[src/wwd_defs.svh]
// constants shared by the windowed watchdog design
// Behaviour
// the watchdog runs either single-threshold or windowed, never both at once.
// in single-threshold mode a correct key must arrive before the timeout; expiry or a wrong key is a failure.
// a single-threshold failure gives a warm reset request or a CPU interrupt as configured.
// after reset the watchdog runs at once in single-threshold mode with no software action.
// windowed mode holds lower and upper bounds and only a key between them services the watchdog.
// windowed mode fails on a missing, early or wrong key.
// a windowed failure gives a warm reset request or a CPU interrupt as configured.
// software must select windowed mode itself; windowed checking is off out of reset.
// a configuration bit selects the interrupt response instead of the reset response.
// a correct key inside the allowed time restarts the counter from zero for a new period.
`ifndef WWD_DEFS_SVH
`define WWD_DEFS_SVH

// ****************************************
// widths and values
// ****************************************
`define WWD_COUNT_W    16
`define WWD_KEY_W      8
`define WWD_KEY_VAL    8'ha5
`define WWD_COUNT_ZERO 16'h0000
`define WWD_COUNT_ONE  16'h0001
`define WWD_RST_MODE   1'b0

`endif

[src/wwd_pkg.sv]
// types for the windowed watchdog
`default_nettype none
package wwd_pkg;
  // outcome of one key write
  typedef enum logic [1:0] {
    WWD_SVC_NONE,
    WWD_SVC_OK,
    WWD_SVC_BAD
  } wwd_svc_t;
endpackage
`default_nettype wire

[src/wwd_top.sv]
// windowed watchdog: timeout counter, mode select, service check and error response
`include "wwd_defs.svh"
`default_nettype none
module wwd_top #(
  parameter int               COUNT_W = `WWD_COUNT_W,
  parameter int               KEY_W   = `WWD_KEY_W,
  parameter logic [KEY_W-1:0] KEY_VAL = `WWD_KEY_VAL
) (
  input  wire logic               clock,
  input  wire logic               sys_rst,
  input  wire logic               service_key_wr,
  input  wire logic [KEY_W-1:0]   service_key,
  input  wire logic               windowed_mode,
  input  wire logic               irq_response_select,
  input  wire logic [COUNT_W-1:0] timeout_limit,
  input  wire logic [COUNT_W-1:0] window_lower,
  input  wire logic [COUNT_W-1:0] window_upper,
  output logic                    warm_rst_req,
  output logic                    cpu_irq,
  output logic                    windowed_active,
  output logic [COUNT_W-1:0]      wd_count
);

  // ****************************************
  // parameter checks
  // ****************************************
  if (COUNT_W < 2 || COUNT_W > `WWD_COUNT_W) begin : g_bad_count_w
    $error("wwd_top: COUNT_W must lie between 2 and the header width");
  end
  if (KEY_W < 1) begin : g_bad_key_w
    $error("wwd_top: KEY_W must be at least 1");
  end

  // ****************************************
  // state
  // ****************************************
  typedef struct packed {
    logic [COUNT_W-1:0] count;
    logic               windowed;
    logic               rst_req;
    logic               irq;
  } wwd_state_t;

  wwd_state_t         st_q;
  wwd_state_t         st_d;
  wwd_pkg::wwd_svc_t  svc;
  logic [COUNT_W-1:0] limit;
  logic               mode_chg;
  logic               expired;
  logic               fail;

  // one mode only: the limit comes from either the timeout or the upper bound
  assign limit    = st_q.windowed ? window_upper : timeout_limit;   // see R1
  assign mode_chg = windowed_mode != st_q.windowed;

  wwd_key_check #(
    .COUNT_W (COUNT_W),
    .KEY_W   (KEY_W),
    .KEY_VAL (KEY_VAL)
  ) u_key_check (
    .key      (service_key),
    .key_wr   (service_key_wr),
    .windowed (st_q.windowed),
    .count    (st_q.count),
    .lower    (window_lower),
    .limit    (limit),
    .svc      (svc)
  );

  // ****************************************
  // failure detection
  // ****************************************
  // a key written in the last allowed cycle still counts, so expiry yields to it
  assign expired = (st_q.count >= limit) && (svc != wwd_pkg::WWD_SVC_OK);  // see R2
  // a mode switch starts a fresh period and forgives the old one
  assign fail    = !mode_chg && (expired || svc == wwd_pkg::WWD_SVC_BAD);   // see R2

  // ****************************************
  // next state
  // ****************************************
  always_comb begin
    st_d          = st_q;
    st_d.rst_req  = 1'b0;
    st_d.irq      = 1'b0;
    st_d.count    = st_q.count + COUNT_W'(`WWD_COUNT_ONE);
    if (mode_chg) begin
      // windowed checking only when software asks for it
      st_d.windowed = windowed_mode;                                  // see R1
      st_d.count    = COUNT_W'(`WWD_COUNT_ZERO);
    end else if (fail) begin
      // response chosen per failure; the counter restarts either way
      st_d.rst_req  = !irq_response_select;                           // see R3 see R7
      st_d.irq      = irq_response_select;                            // see R3 see R7
      st_d.count    = COUNT_W'(`WWD_COUNT_ZERO);
    end else if (svc == wwd_pkg::WWD_SVC_OK) begin
      st_d.count    = COUNT_W'(`WWD_COUNT_ZERO);
    end
  end

  // ****************************************
  // registers
  // ****************************************
  // reset leaves it running single-threshold, nothing to switch on
  always_ff @(posedge clock) begin
    if (sys_rst) begin
      st_q.count    <= COUNT_W'(`WWD_COUNT_ZERO);
      st_q.windowed <= `WWD_RST_MODE;                                 // see R4
      st_q.rst_req  <= 1'b0;
      st_q.irq      <= 1'b0;
    end else begin
      st_q <= st_d;
    end
  end

  assign warm_rst_req    = st_q.rst_req;
  assign cpu_irq         = st_q.irq;
  assign windowed_active = st_q.windowed;
  assign wd_count        = st_q.count;

  // ****************************************
  // assertions
  // ****************************************
  property p_r1_one_limit;
    @(posedge clock) disable iff (sys_rst)
    (st_q.windowed && !mode_chg && !service_key_wr && st_q.count < window_upper)
      |=> !warm_rst_req && !cpu_irq;
  endproperty
  a_r1_one_limit: assert property (p_r1_one_limit)
    else $error("windowed mode failed below its upper bound");

  property p_r2_expiry;
    @(posedge clock) disable iff (sys_rst)
    (!st_q.windowed && !mode_chg && !service_key_wr && st_q.count >= timeout_limit)
      |=> (warm_rst_req || cpu_irq) && wd_count == COUNT_W'(`WWD_COUNT_ZERO);
  endproperty
  a_r2_expiry: assert property (p_r2_expiry)
    else $error("single-threshold expiry gave no response");

  property p_r3_reset_resp;
    @(posedge clock) disable iff (sys_rst)
    // a pulse lasts one cycle unless a new failure follows at once
    (fail && !st_q.windowed && !irq_response_select)
      |=> warm_rst_req && !cpu_irq ##1 (!warm_rst_req || $past(fail));
  endproperty
  a_r3_reset_resp: assert property (p_r3_reset_resp)
    else $error("single-threshold failure did not pulse the warm reset request");

  property p_r4_after_reset;
    @(posedge clock)
    $fell(sys_rst) |-> !windowed_active && wd_count == COUNT_W'(`WWD_COUNT_ZERO)
      ##1 wd_count != COUNT_W'(`WWD_COUNT_ZERO) || warm_rst_req || cpu_irq || windowed_mode;
  endproperty
  a_r4_after_reset: assert property (p_r4_after_reset)
    else $error("watchdog not running single-threshold after reset");

  property p_r5_early;
    @(posedge clock) disable iff (sys_rst)
    (st_q.windowed && !mode_chg && service_key_wr && service_key == KEY_VAL
      && st_q.count < window_lower) |=> warm_rst_req || cpu_irq;
  endproperty
  a_r5_early: assert property (p_r5_early)
    else $error("early key in windowed mode was accepted");

  property p_r6_bad_key;
    @(posedge clock) disable iff (sys_rst)
    (st_q.windowed && !mode_chg && service_key_wr && service_key != KEY_VAL)
      |=> warm_rst_req || cpu_irq;
  endproperty
  a_r6_bad_key: assert property (p_r6_bad_key)
    else $error("wrong key in windowed mode was not flagged");

  property p_r7_irq_resp;
    @(posedge clock) disable iff (sys_rst)
    (fail && st_q.windowed && irq_response_select)
      |=> cpu_irq && !warm_rst_req ##1 (!cpu_irq || $past(fail));
  endproperty
  a_r7_irq_resp: assert property (p_r7_irq_resp)
    else $error("windowed failure did not pulse the interrupt");

  property p_r9_select;
    @(posedge clock) disable iff (sys_rst)
    (warm_rst_req || cpu_irq) |-> (cpu_irq == $past(irq_response_select)) && !(cpu_irq && warm_rst_req);
  endproperty
  a_r9_select: assert property (p_r9_select)
    else $error("response does not follow the select bit");

  property p_r10_restart;
    @(posedge clock) disable iff (sys_rst)
    (svc == wwd_pkg::WWD_SVC_OK && !mode_chg)
      |=> wd_count == COUNT_W'(`WWD_COUNT_ZERO) && !warm_rst_req && !cpu_irq;
  endproperty
  a_r10_restart: assert property (p_r10_restart)
    else $error("good service did not restart the counter");

  // a switch takes effect at the next edge and never counts as a failure
  property p_r1_mode_switch;
    @(posedge clock) disable iff (sys_rst)
    mode_chg |=> windowed_active == $past(windowed_mode)
      && wd_count == COUNT_W'(`WWD_COUNT_ZERO) && !warm_rst_req && !cpu_irq;
  endproperty
  a_r1_mode_switch: assert property (p_r1_mode_switch)
    else $error("mode switch did not restart cleanly");

  property p_r2_bad_key;
    @(posedge clock) disable iff (sys_rst)
    (!st_q.windowed && !mode_chg && service_key_wr && service_key != KEY_VAL)
      |=> (warm_rst_req || cpu_irq) && wd_count == COUNT_W'(`WWD_COUNT_ZERO);
  endproperty
  a_r2_bad_key: assert property (p_r2_bad_key)
    else $error("wrong key in single-threshold mode was not flagged");

  property p_r3_irq_resp;
    @(posedge clock) disable iff (sys_rst)
    (fail && !st_q.windowed && irq_response_select) |=> cpu_irq && !warm_rst_req;
  endproperty
  a_r3_irq_resp: assert property (p_r3_irq_resp)
    else $error("single-threshold failure did not raise the interrupt");

  property p_r7_reset_resp;
    @(posedge clock) disable iff (sys_rst)
    (fail && st_q.windowed && !irq_response_select) |=> warm_rst_req && !cpu_irq;
  endproperty
  a_r7_reset_resp: assert property (p_r7_reset_resp)
    else $error("windowed failure did not raise the warm reset request");

  // cover points for the main scenarios
  c_mode_switch: cover property (@(posedge clock) disable iff (sys_rst)
    mode_chg ##1 windowed_active);
  c_window_service: cover property (@(posedge clock) disable iff (sys_rst)
    st_q.windowed && svc == wwd_pkg::WWD_SVC_OK);
  c_timeout_reset: cover property (@(posedge clock) disable iff (sys_rst)
    !st_q.windowed && expired ##1 warm_rst_req);
  c_bad_key_irq: cover property (@(posedge clock) disable iff (sys_rst)
    svc == wwd_pkg::WWD_SVC_BAD ##1 cpu_irq);

endmodule
`default_nettype wire

[src/wwd_key_check.sv]
// classifies a key write against the key value and the open service window
`include "wwd_defs.svh"
`default_nettype none
module wwd_key_check #(
  parameter int                 COUNT_W = `WWD_COUNT_W,
  parameter int                 KEY_W   = `WWD_KEY_W,
  parameter logic [KEY_W-1:0]   KEY_VAL = `WWD_KEY_VAL
) (
  input  wire logic [KEY_W-1:0]   key,
  input  wire logic               key_wr,
  input  wire logic               windowed,
  input  wire logic [COUNT_W-1:0] count,
  input  wire logic [COUNT_W-1:0] lower,
  input  wire logic [COUNT_W-1:0] limit,
  output wwd_pkg::wwd_svc_t       svc
);

  // ****************************************
  // window and key decision
  // ****************************************
  logic too_early;
  logic too_late;

  // lower bound only counts in windowed mode
  assign too_early = windowed && (count < lower);
  assign too_late  = count > limit;

  always_comb begin
    svc = wwd_pkg::WWD_SVC_NONE;
    if (key_wr) begin
      if (key != KEY_VAL || too_early || too_late) begin    // see R2
        svc = wwd_pkg::WWD_SVC_BAD;
      end else begin
        svc = wwd_pkg::WWD_SVC_OK;
      end
    end
  end

endmodule
`default_nettype wire

[config.mk]
export PLATFORM = sky130hd
export DESIGN_NAME = wwd_top
export DESIGN_NICKNAME = d
export VERILOG_FILES = /design/src/wwd_pkg.sv /design/src/wwd_top.sv /design/src/wwd_key_check.sv
export VERILOG_INCLUDE_DIRS = /design/src
export SDC_FILE = /design/constraint.sdc
export NUM_CORES = 1
export LEC_CHECK = 0
export BUFFER_PORTS_ARGS = -buffer_cell sky130_fd_sc_hd__buf_2
export CORE_MARGIN = 8
export CORE_UTILIZATION = 30
export CTS_CLUSTER_SIZE = 40
export DETAILED_ROUTE_END_ITERATION = 7
export GPL_TIMING_DRIVEN = 0
export PLACE_DENSITY = 0.52
export SYNTH_ARGS = -nofsm -noshare
export SYNTH_HDL_FRONTEND = slang
export SYNTH_SLANG_ARGS = --single-unit
[constraint.sdc]
create_clock -name clock -period 3.01 [get_ports clock]
set_clock_uncertainty 0.2 [all_clocks]
set_input_delay 0.301 -clock clock [delete_from_list [all_inputs] [get_ports clock]]
set_output_delay 0.301 -clock clock [all_outputs]
set_load 0.05 [all_outputs]
### Word level (Yosys, flattened, before mapping)

Index checks and enable logic that the tools add are counted.

* bits in registers: 19
* logic and storage cells: 27

* eq/ne operators: 5
* order comparisons: 3
* muxes and demuxes: 3
* bitwise logic cells: 1
* $add $sub $neg: 1
* reduce and logical (&&, ||, !) cells: 10

Operators by type and width (number)
* 16-bit by 1-bit adder with 16-bit output, second input constant: 1
* 16-bit greater-or-equal comparator: 1
* 16-bit greater-than comparator: 1
* 16-bit < comparator: 1
* 16-bit 2-to-1 mux: 1
* 8-bit != test, second input constant: 1
* 2-bit 2-to-1 mux: 2
* 4-bit OR reduction: 1
* 1-bit logical AND: 3
* 1-bit logical OR: 3
* 3-bit OR reduction: 1
* 2-bit by 1-bit == test with 1-bit output, second input constant: 1
* 2-bit == test, second input constant: 1
* 1-bit logical NOT: 2
* 2-bit by 1-bit != test with 1-bit output, second input constant: 1
* 1-bit != test: 1
* 1-bit inverter: 1

### Longest topological paths before layout

* depth after elaboration: 12
* depth in mapped cells: 11
* gate-level depth less buffers: 7

### Cells and area by module

From an unflattened synthesis, not the netlist that was laid out.

* cells, all modules: 268
* area, all modules: 2209.6 sq um

By module, submodules not included
* wwd_top: area each 1382.6 sq um, cells each 153, times used 1
* wwd_key_check: area each 827.0 sq um, cells each 115, times used 1

### Worst setup path before layout

Ideal clock, no wire load.

* path type: reg2reg
* start point: register, netlist name windowed_active
* end point: register, netlist name wd_count[10]
* period minus slack after synthesis: 3.172 ns
* stages on the path, launching flop included: 11
* slack: -0.162 ns
* path buffers: 4
* data arrival time: 2.899 ns
* path through: dfxtp_1 > buf_6 > buf_1 > mux2i_1 > ha_1 > and2_4 > a41o_1 > or3_1 > buf_6 > buf_12 > nor3_2

* word-level cells in the longest chain between the ends: 10

RTL lines
* 16-bit 2-to-1 mux / 1-bit logical AND (equally long branches): line wwd_top.sv:53, wwd_key_check.sv:25
* 16-bit greater-than comparator / 1-bit logical OR (equally long branches): line wwd_key_check.sv:26, wwd_key_check.sv:31
* 1-bit logical OR: line wwd_key_check.sv:31 `if (key != KEY_VAL || too_early || too_late) begin`
* 2-bit 2-to-1 mux: line wwd_key_check.sv:31
* 2-bit 2-to-1 mux: line wwd_key_check.sv:30 `if (key_wr) begin`
* 2-bit by 1-bit != test with 1-bit output: line wwd_top.sv:74 `assign expired = (st_q.count >= limit) && (svc != wwd_pkg::WWD_SVC_OK);`
* 1-bit logical AND: line wwd_top.sv:74
* 1-bit logical OR: line wwd_top.sv:76 `assign fail = !mode_chg && (expired || svc == wwd_pkg::WWD_SVC_BAD);`
* 1-bit logical AND: line wwd_top.sv:76
* 4-bit OR reduction (no line) (*)

Mark *: on every way between the ends. The rest lies on a longest branch, timed or not.
A chain may end at the register's enable or synchronous reset.

### Worst setup path after layout

* start point: register, netlist name windowed_active
* end point: register, netlist name wd_count[8]

* word-level cells in the longest chain between the ends: 10

RTL lines (line)
* 16-bit 2-to-1 mux / 1-bit logical AND (equally long branches): wwd_top.sv:53, wwd_key_check.sv:25
* 16-bit greater-than comparator / 1-bit logical OR (equally long branches): wwd_key_check.sv:26, wwd_key_check.sv:31
* 1-bit logical OR: wwd_key_check.sv:31
* 2-bit 2-to-1 mux: wwd_key_check.sv:31
* 2-bit 2-to-1 mux: wwd_key_check.sv:30
* 2-bit by 1-bit != test with 1-bit output: wwd_top.sv:74
* 1-bit logical AND: wwd_top.sv:74
* 1-bit logical OR: wwd_top.sv:76
* 1-bit logical AND: wwd_top.sv:76
* 4-bit OR reduction (no line) (*)

Marks and branches as above.

==> qor.yml <==
status:
  status: "completed"
placement:
  port_buffers: 79
  dpl_cell_area_mm2: 0.002310
  dp_hpwl_um: 4298
  place_ws_ns: 0.03788
  gp_congestion: 0.7143
global_route:
  grt_pass1_wl_um: 7928
  grt-ovfl-total: 0
  gr-usage-all-layers_pct: 11.25
  antenna_found_initial: 0
  grt_pass1_vias: 1732
  grt_max_degree: 11
synthesis:
  synth_ff_type: "dfxtp_1"
  yosys_register_bits: 19
  synth_top_area_share_pct: 22.01
  ys_async_sr_fraction_pct: 0
  synth_top_area_cell: "ha_1"
  syn_area_mm2: 0.001819
  yosysWarnings: 0
  avgSynthCellArea_um2: 8.918
  post-synth-top-count-cell: "ha_1"
  synth_enable_flop_cells: 0
  yosys-top-cells-area: "ha_1 22%, dfxtp_1 21%, mux2i_1 8.3%"
  seq_area_frac_synth_pct: 20.91
  synth_cells: 204
  yosys-top-cells-count: "32 x ha_1, 19 x dfxtp_1, 19 x inv_1, 15 x mux2i_1, 13 x nand2_1"
  syn_nets: 297
  ys_types: 42
worst_setup_path:
  path_cells: "buf_6 -> mux2i_1 -> ha_1 -> nand4_1 -> nor4_2 -> a41o_1 -> or3_1 -> buf_6 -> buf_12 -> nor3_2"
  endpoint_kind: "flop"
  cp_common_cell: "buf_6"
  worst_ep_required_time_ns: 3.00
  slowest_stage: "dfxtp_1"
  timing.rr.start: "windowed_active"
  cpPeakStageDelay_ns: 0.34
  worstSetupStartpoint: "windowed_active"
  path_delay_family: "simple AND/OR/NAND/NOR gates"
  path_class: "reg -> reg"
  ff2ff_setup_slack_ns: 0.34
  timing.rr.end: "wd_count[8]"
  cp.buffers_inverters: 3
  r2r_cells: 10
  critical_path_arrival_ns: 2.66
  crit_path_max_fanout: 18
  critPathLaunchType: "flop"
job:
  cap_viol_max_count: 0
die:
  die_w_um: 93.87
  core_mm2: 0.005886
  initial_core_util_pct: 30.91
  rows: 28
  die_area_mm2: 0.008812
  fp.dieH_um: 93.87
  pin_count: 80
power:
  p_leak_nw: 1.196
  power_density_mw_per_mm2: 244.2
  ir_drop_mv: 0.2093
hold_path:
  holdPathStages: 2
  min_to: "windowed_active"
  worstHoldStart: "sys_rst"
  hp-class: "in -> reg"
route:
  drt_pass1_iterations: 4
  wl_per_cell_um: 13.79
  wirelength_um: 4978
  first_iter_violations: 37
  ant_nets: 0
  vias: 1710
  viasPerCell: 4.737
  route.detailed.drc: 0
sta:
  setup_ws_ns: 0.3421
  max_slew.worst_pin.slew_ns: 0.5734
  maxSlewViolCount: 0
  rsz0062_at_grt: "false"
  setup_tns_ns: 0
  final-setup-viol-count: 0
  finalCriticalPeriod_ns: 2.668
  min_period_over_period_pct: 88.63
  whs_ns: 0.03316
  relSlewSlack_pct: 61.42
  max_freq_mhz: 374.8
  final_hold_viol_count: 0
final_layout:
  antenna_cells: 0
  n_fill_cell: 629
  finalNetCount: 380
  design_area_mm2: 0.002350
  areaGrowthSynthToFinish_pct: 29.16
  drive_gt1_share_pct: 36.01
cts:
  ctsResizeCount: 0
  cts_made_buffers: 3
  hold_buffers: 0
  cts_setup_buffers: 0
  root_buffer: "clkbuf_8"
  clkTransAtPathRegs_ns: 0.08
  clk_latency_ns: 0.26
  clk_path_buf_depth: 2
  numClockSinks: 19
  ctsHtreeMaxLevel: 1
  cts_tree: "built"
==> routing by layer <==
metal | GRT usage (%) | up-vias | share of wire, %
met3 | 3.437 | 4 | 7.5
met4 | 2.378 | 0 | 0.64
met2 | 19.14 | 47 | 47
li1 | - | 906 | -
met5 | 0 | - | 0
met1 | 13.51 | 753 | 45
==> worst max path at each step <==
stage / to / slack [ns] / depth (start not counted)
after detailed placement: wd_count[8] / 0.04 / 11
after global placement: wd_count[9] / 0.03 / 11
after floorplan: wd_count[10] / 0.07 / 10
final: wd_count[8] / 0.34 / 10
after CTS: wd_count[8] / 0.005 / 11
after global routing: wd_count[7] / 0.17 / 10
==> layout by cell type (no fill, tap or decap), drive strengths merged, types with 2 or more instances in the layout <==
cell type / Yosys / routed
buf: 5 / 83
ha: 32 / 32
nor3: 20 / 20
inv: 19 / 19
dfxtp: 19 / 19
mux2i: 15 / 15
nand2: 14 / 14
a21oi: 11 / 11
xor2: 11 / 11
nand3: 8 / 8
o21ai: 6 / 6
nand4: 5 / 5
clkbuf: 1 / 5
and3: 4 / 4
xnor2: 4 / 4
nor2: 3 / 3
and4: 3 / 3
a21o: 2 / 2
nor2b: 2 / 2
or3: 2 / 2
nand4b: 2 / 2
o22ai: 2 / 2
nor4: 2 / 2
a21boi: 2 / 2
==> final cells by class <==
type,count,area [um2],share of cell area (%)
buffer,5,57.56,2.449
clock buffer,4,45.04,1.917
inverter,19,71.32,3.035
multi-input combinational,160,1306,55.59
sequential,19,380.4,16.19
tap,75,93.84,3.994
timing repair buffer,79,395.4,16.83
==> where the power goes <==
group	leakage [nW]	internal (mW)	total [mW]	switching, mW
sequential	0.154	0.254	0.256	0.00207
clock	0.0228	0.0942	0.183	0.0884
combinational	1.02	0.0675	0.135	0.0678
total	1.20	0.415	0.574	0.158
==> flip-flops by register name, summed over array words and instances (netlist names) <==
register / cells
warm_rst_req: 1
wd_count: 16
cpu_irq: 1
windowed_active: 1
==> per-stage QoR <==
step                cells  util, %  power, mW
floorplan             204        -     0.3425
global placement      358    39.24     0.3985
detailed placement    358    39.24     0.4005
CTS                   362    40.01     0.5799
global route          361    39.92     0.6059
finish                361    39.92     0.5737
==> cells by family after synthesis <==
| family | synth area share [%] |
|---|---|
| multiplexers | 8.872 |
| AND/OR/NAND/NOR | 23.04 |
| flip-flops | 20.91 |
| AO/OA/AOI/OAI | 10.66 |
| adder cells (fa/ha/maj) | 22.01 |
| XOR/XNOR | 7.221 |
| buffers and inverters | 7.290 |
(Power assumes the default switching activity.)
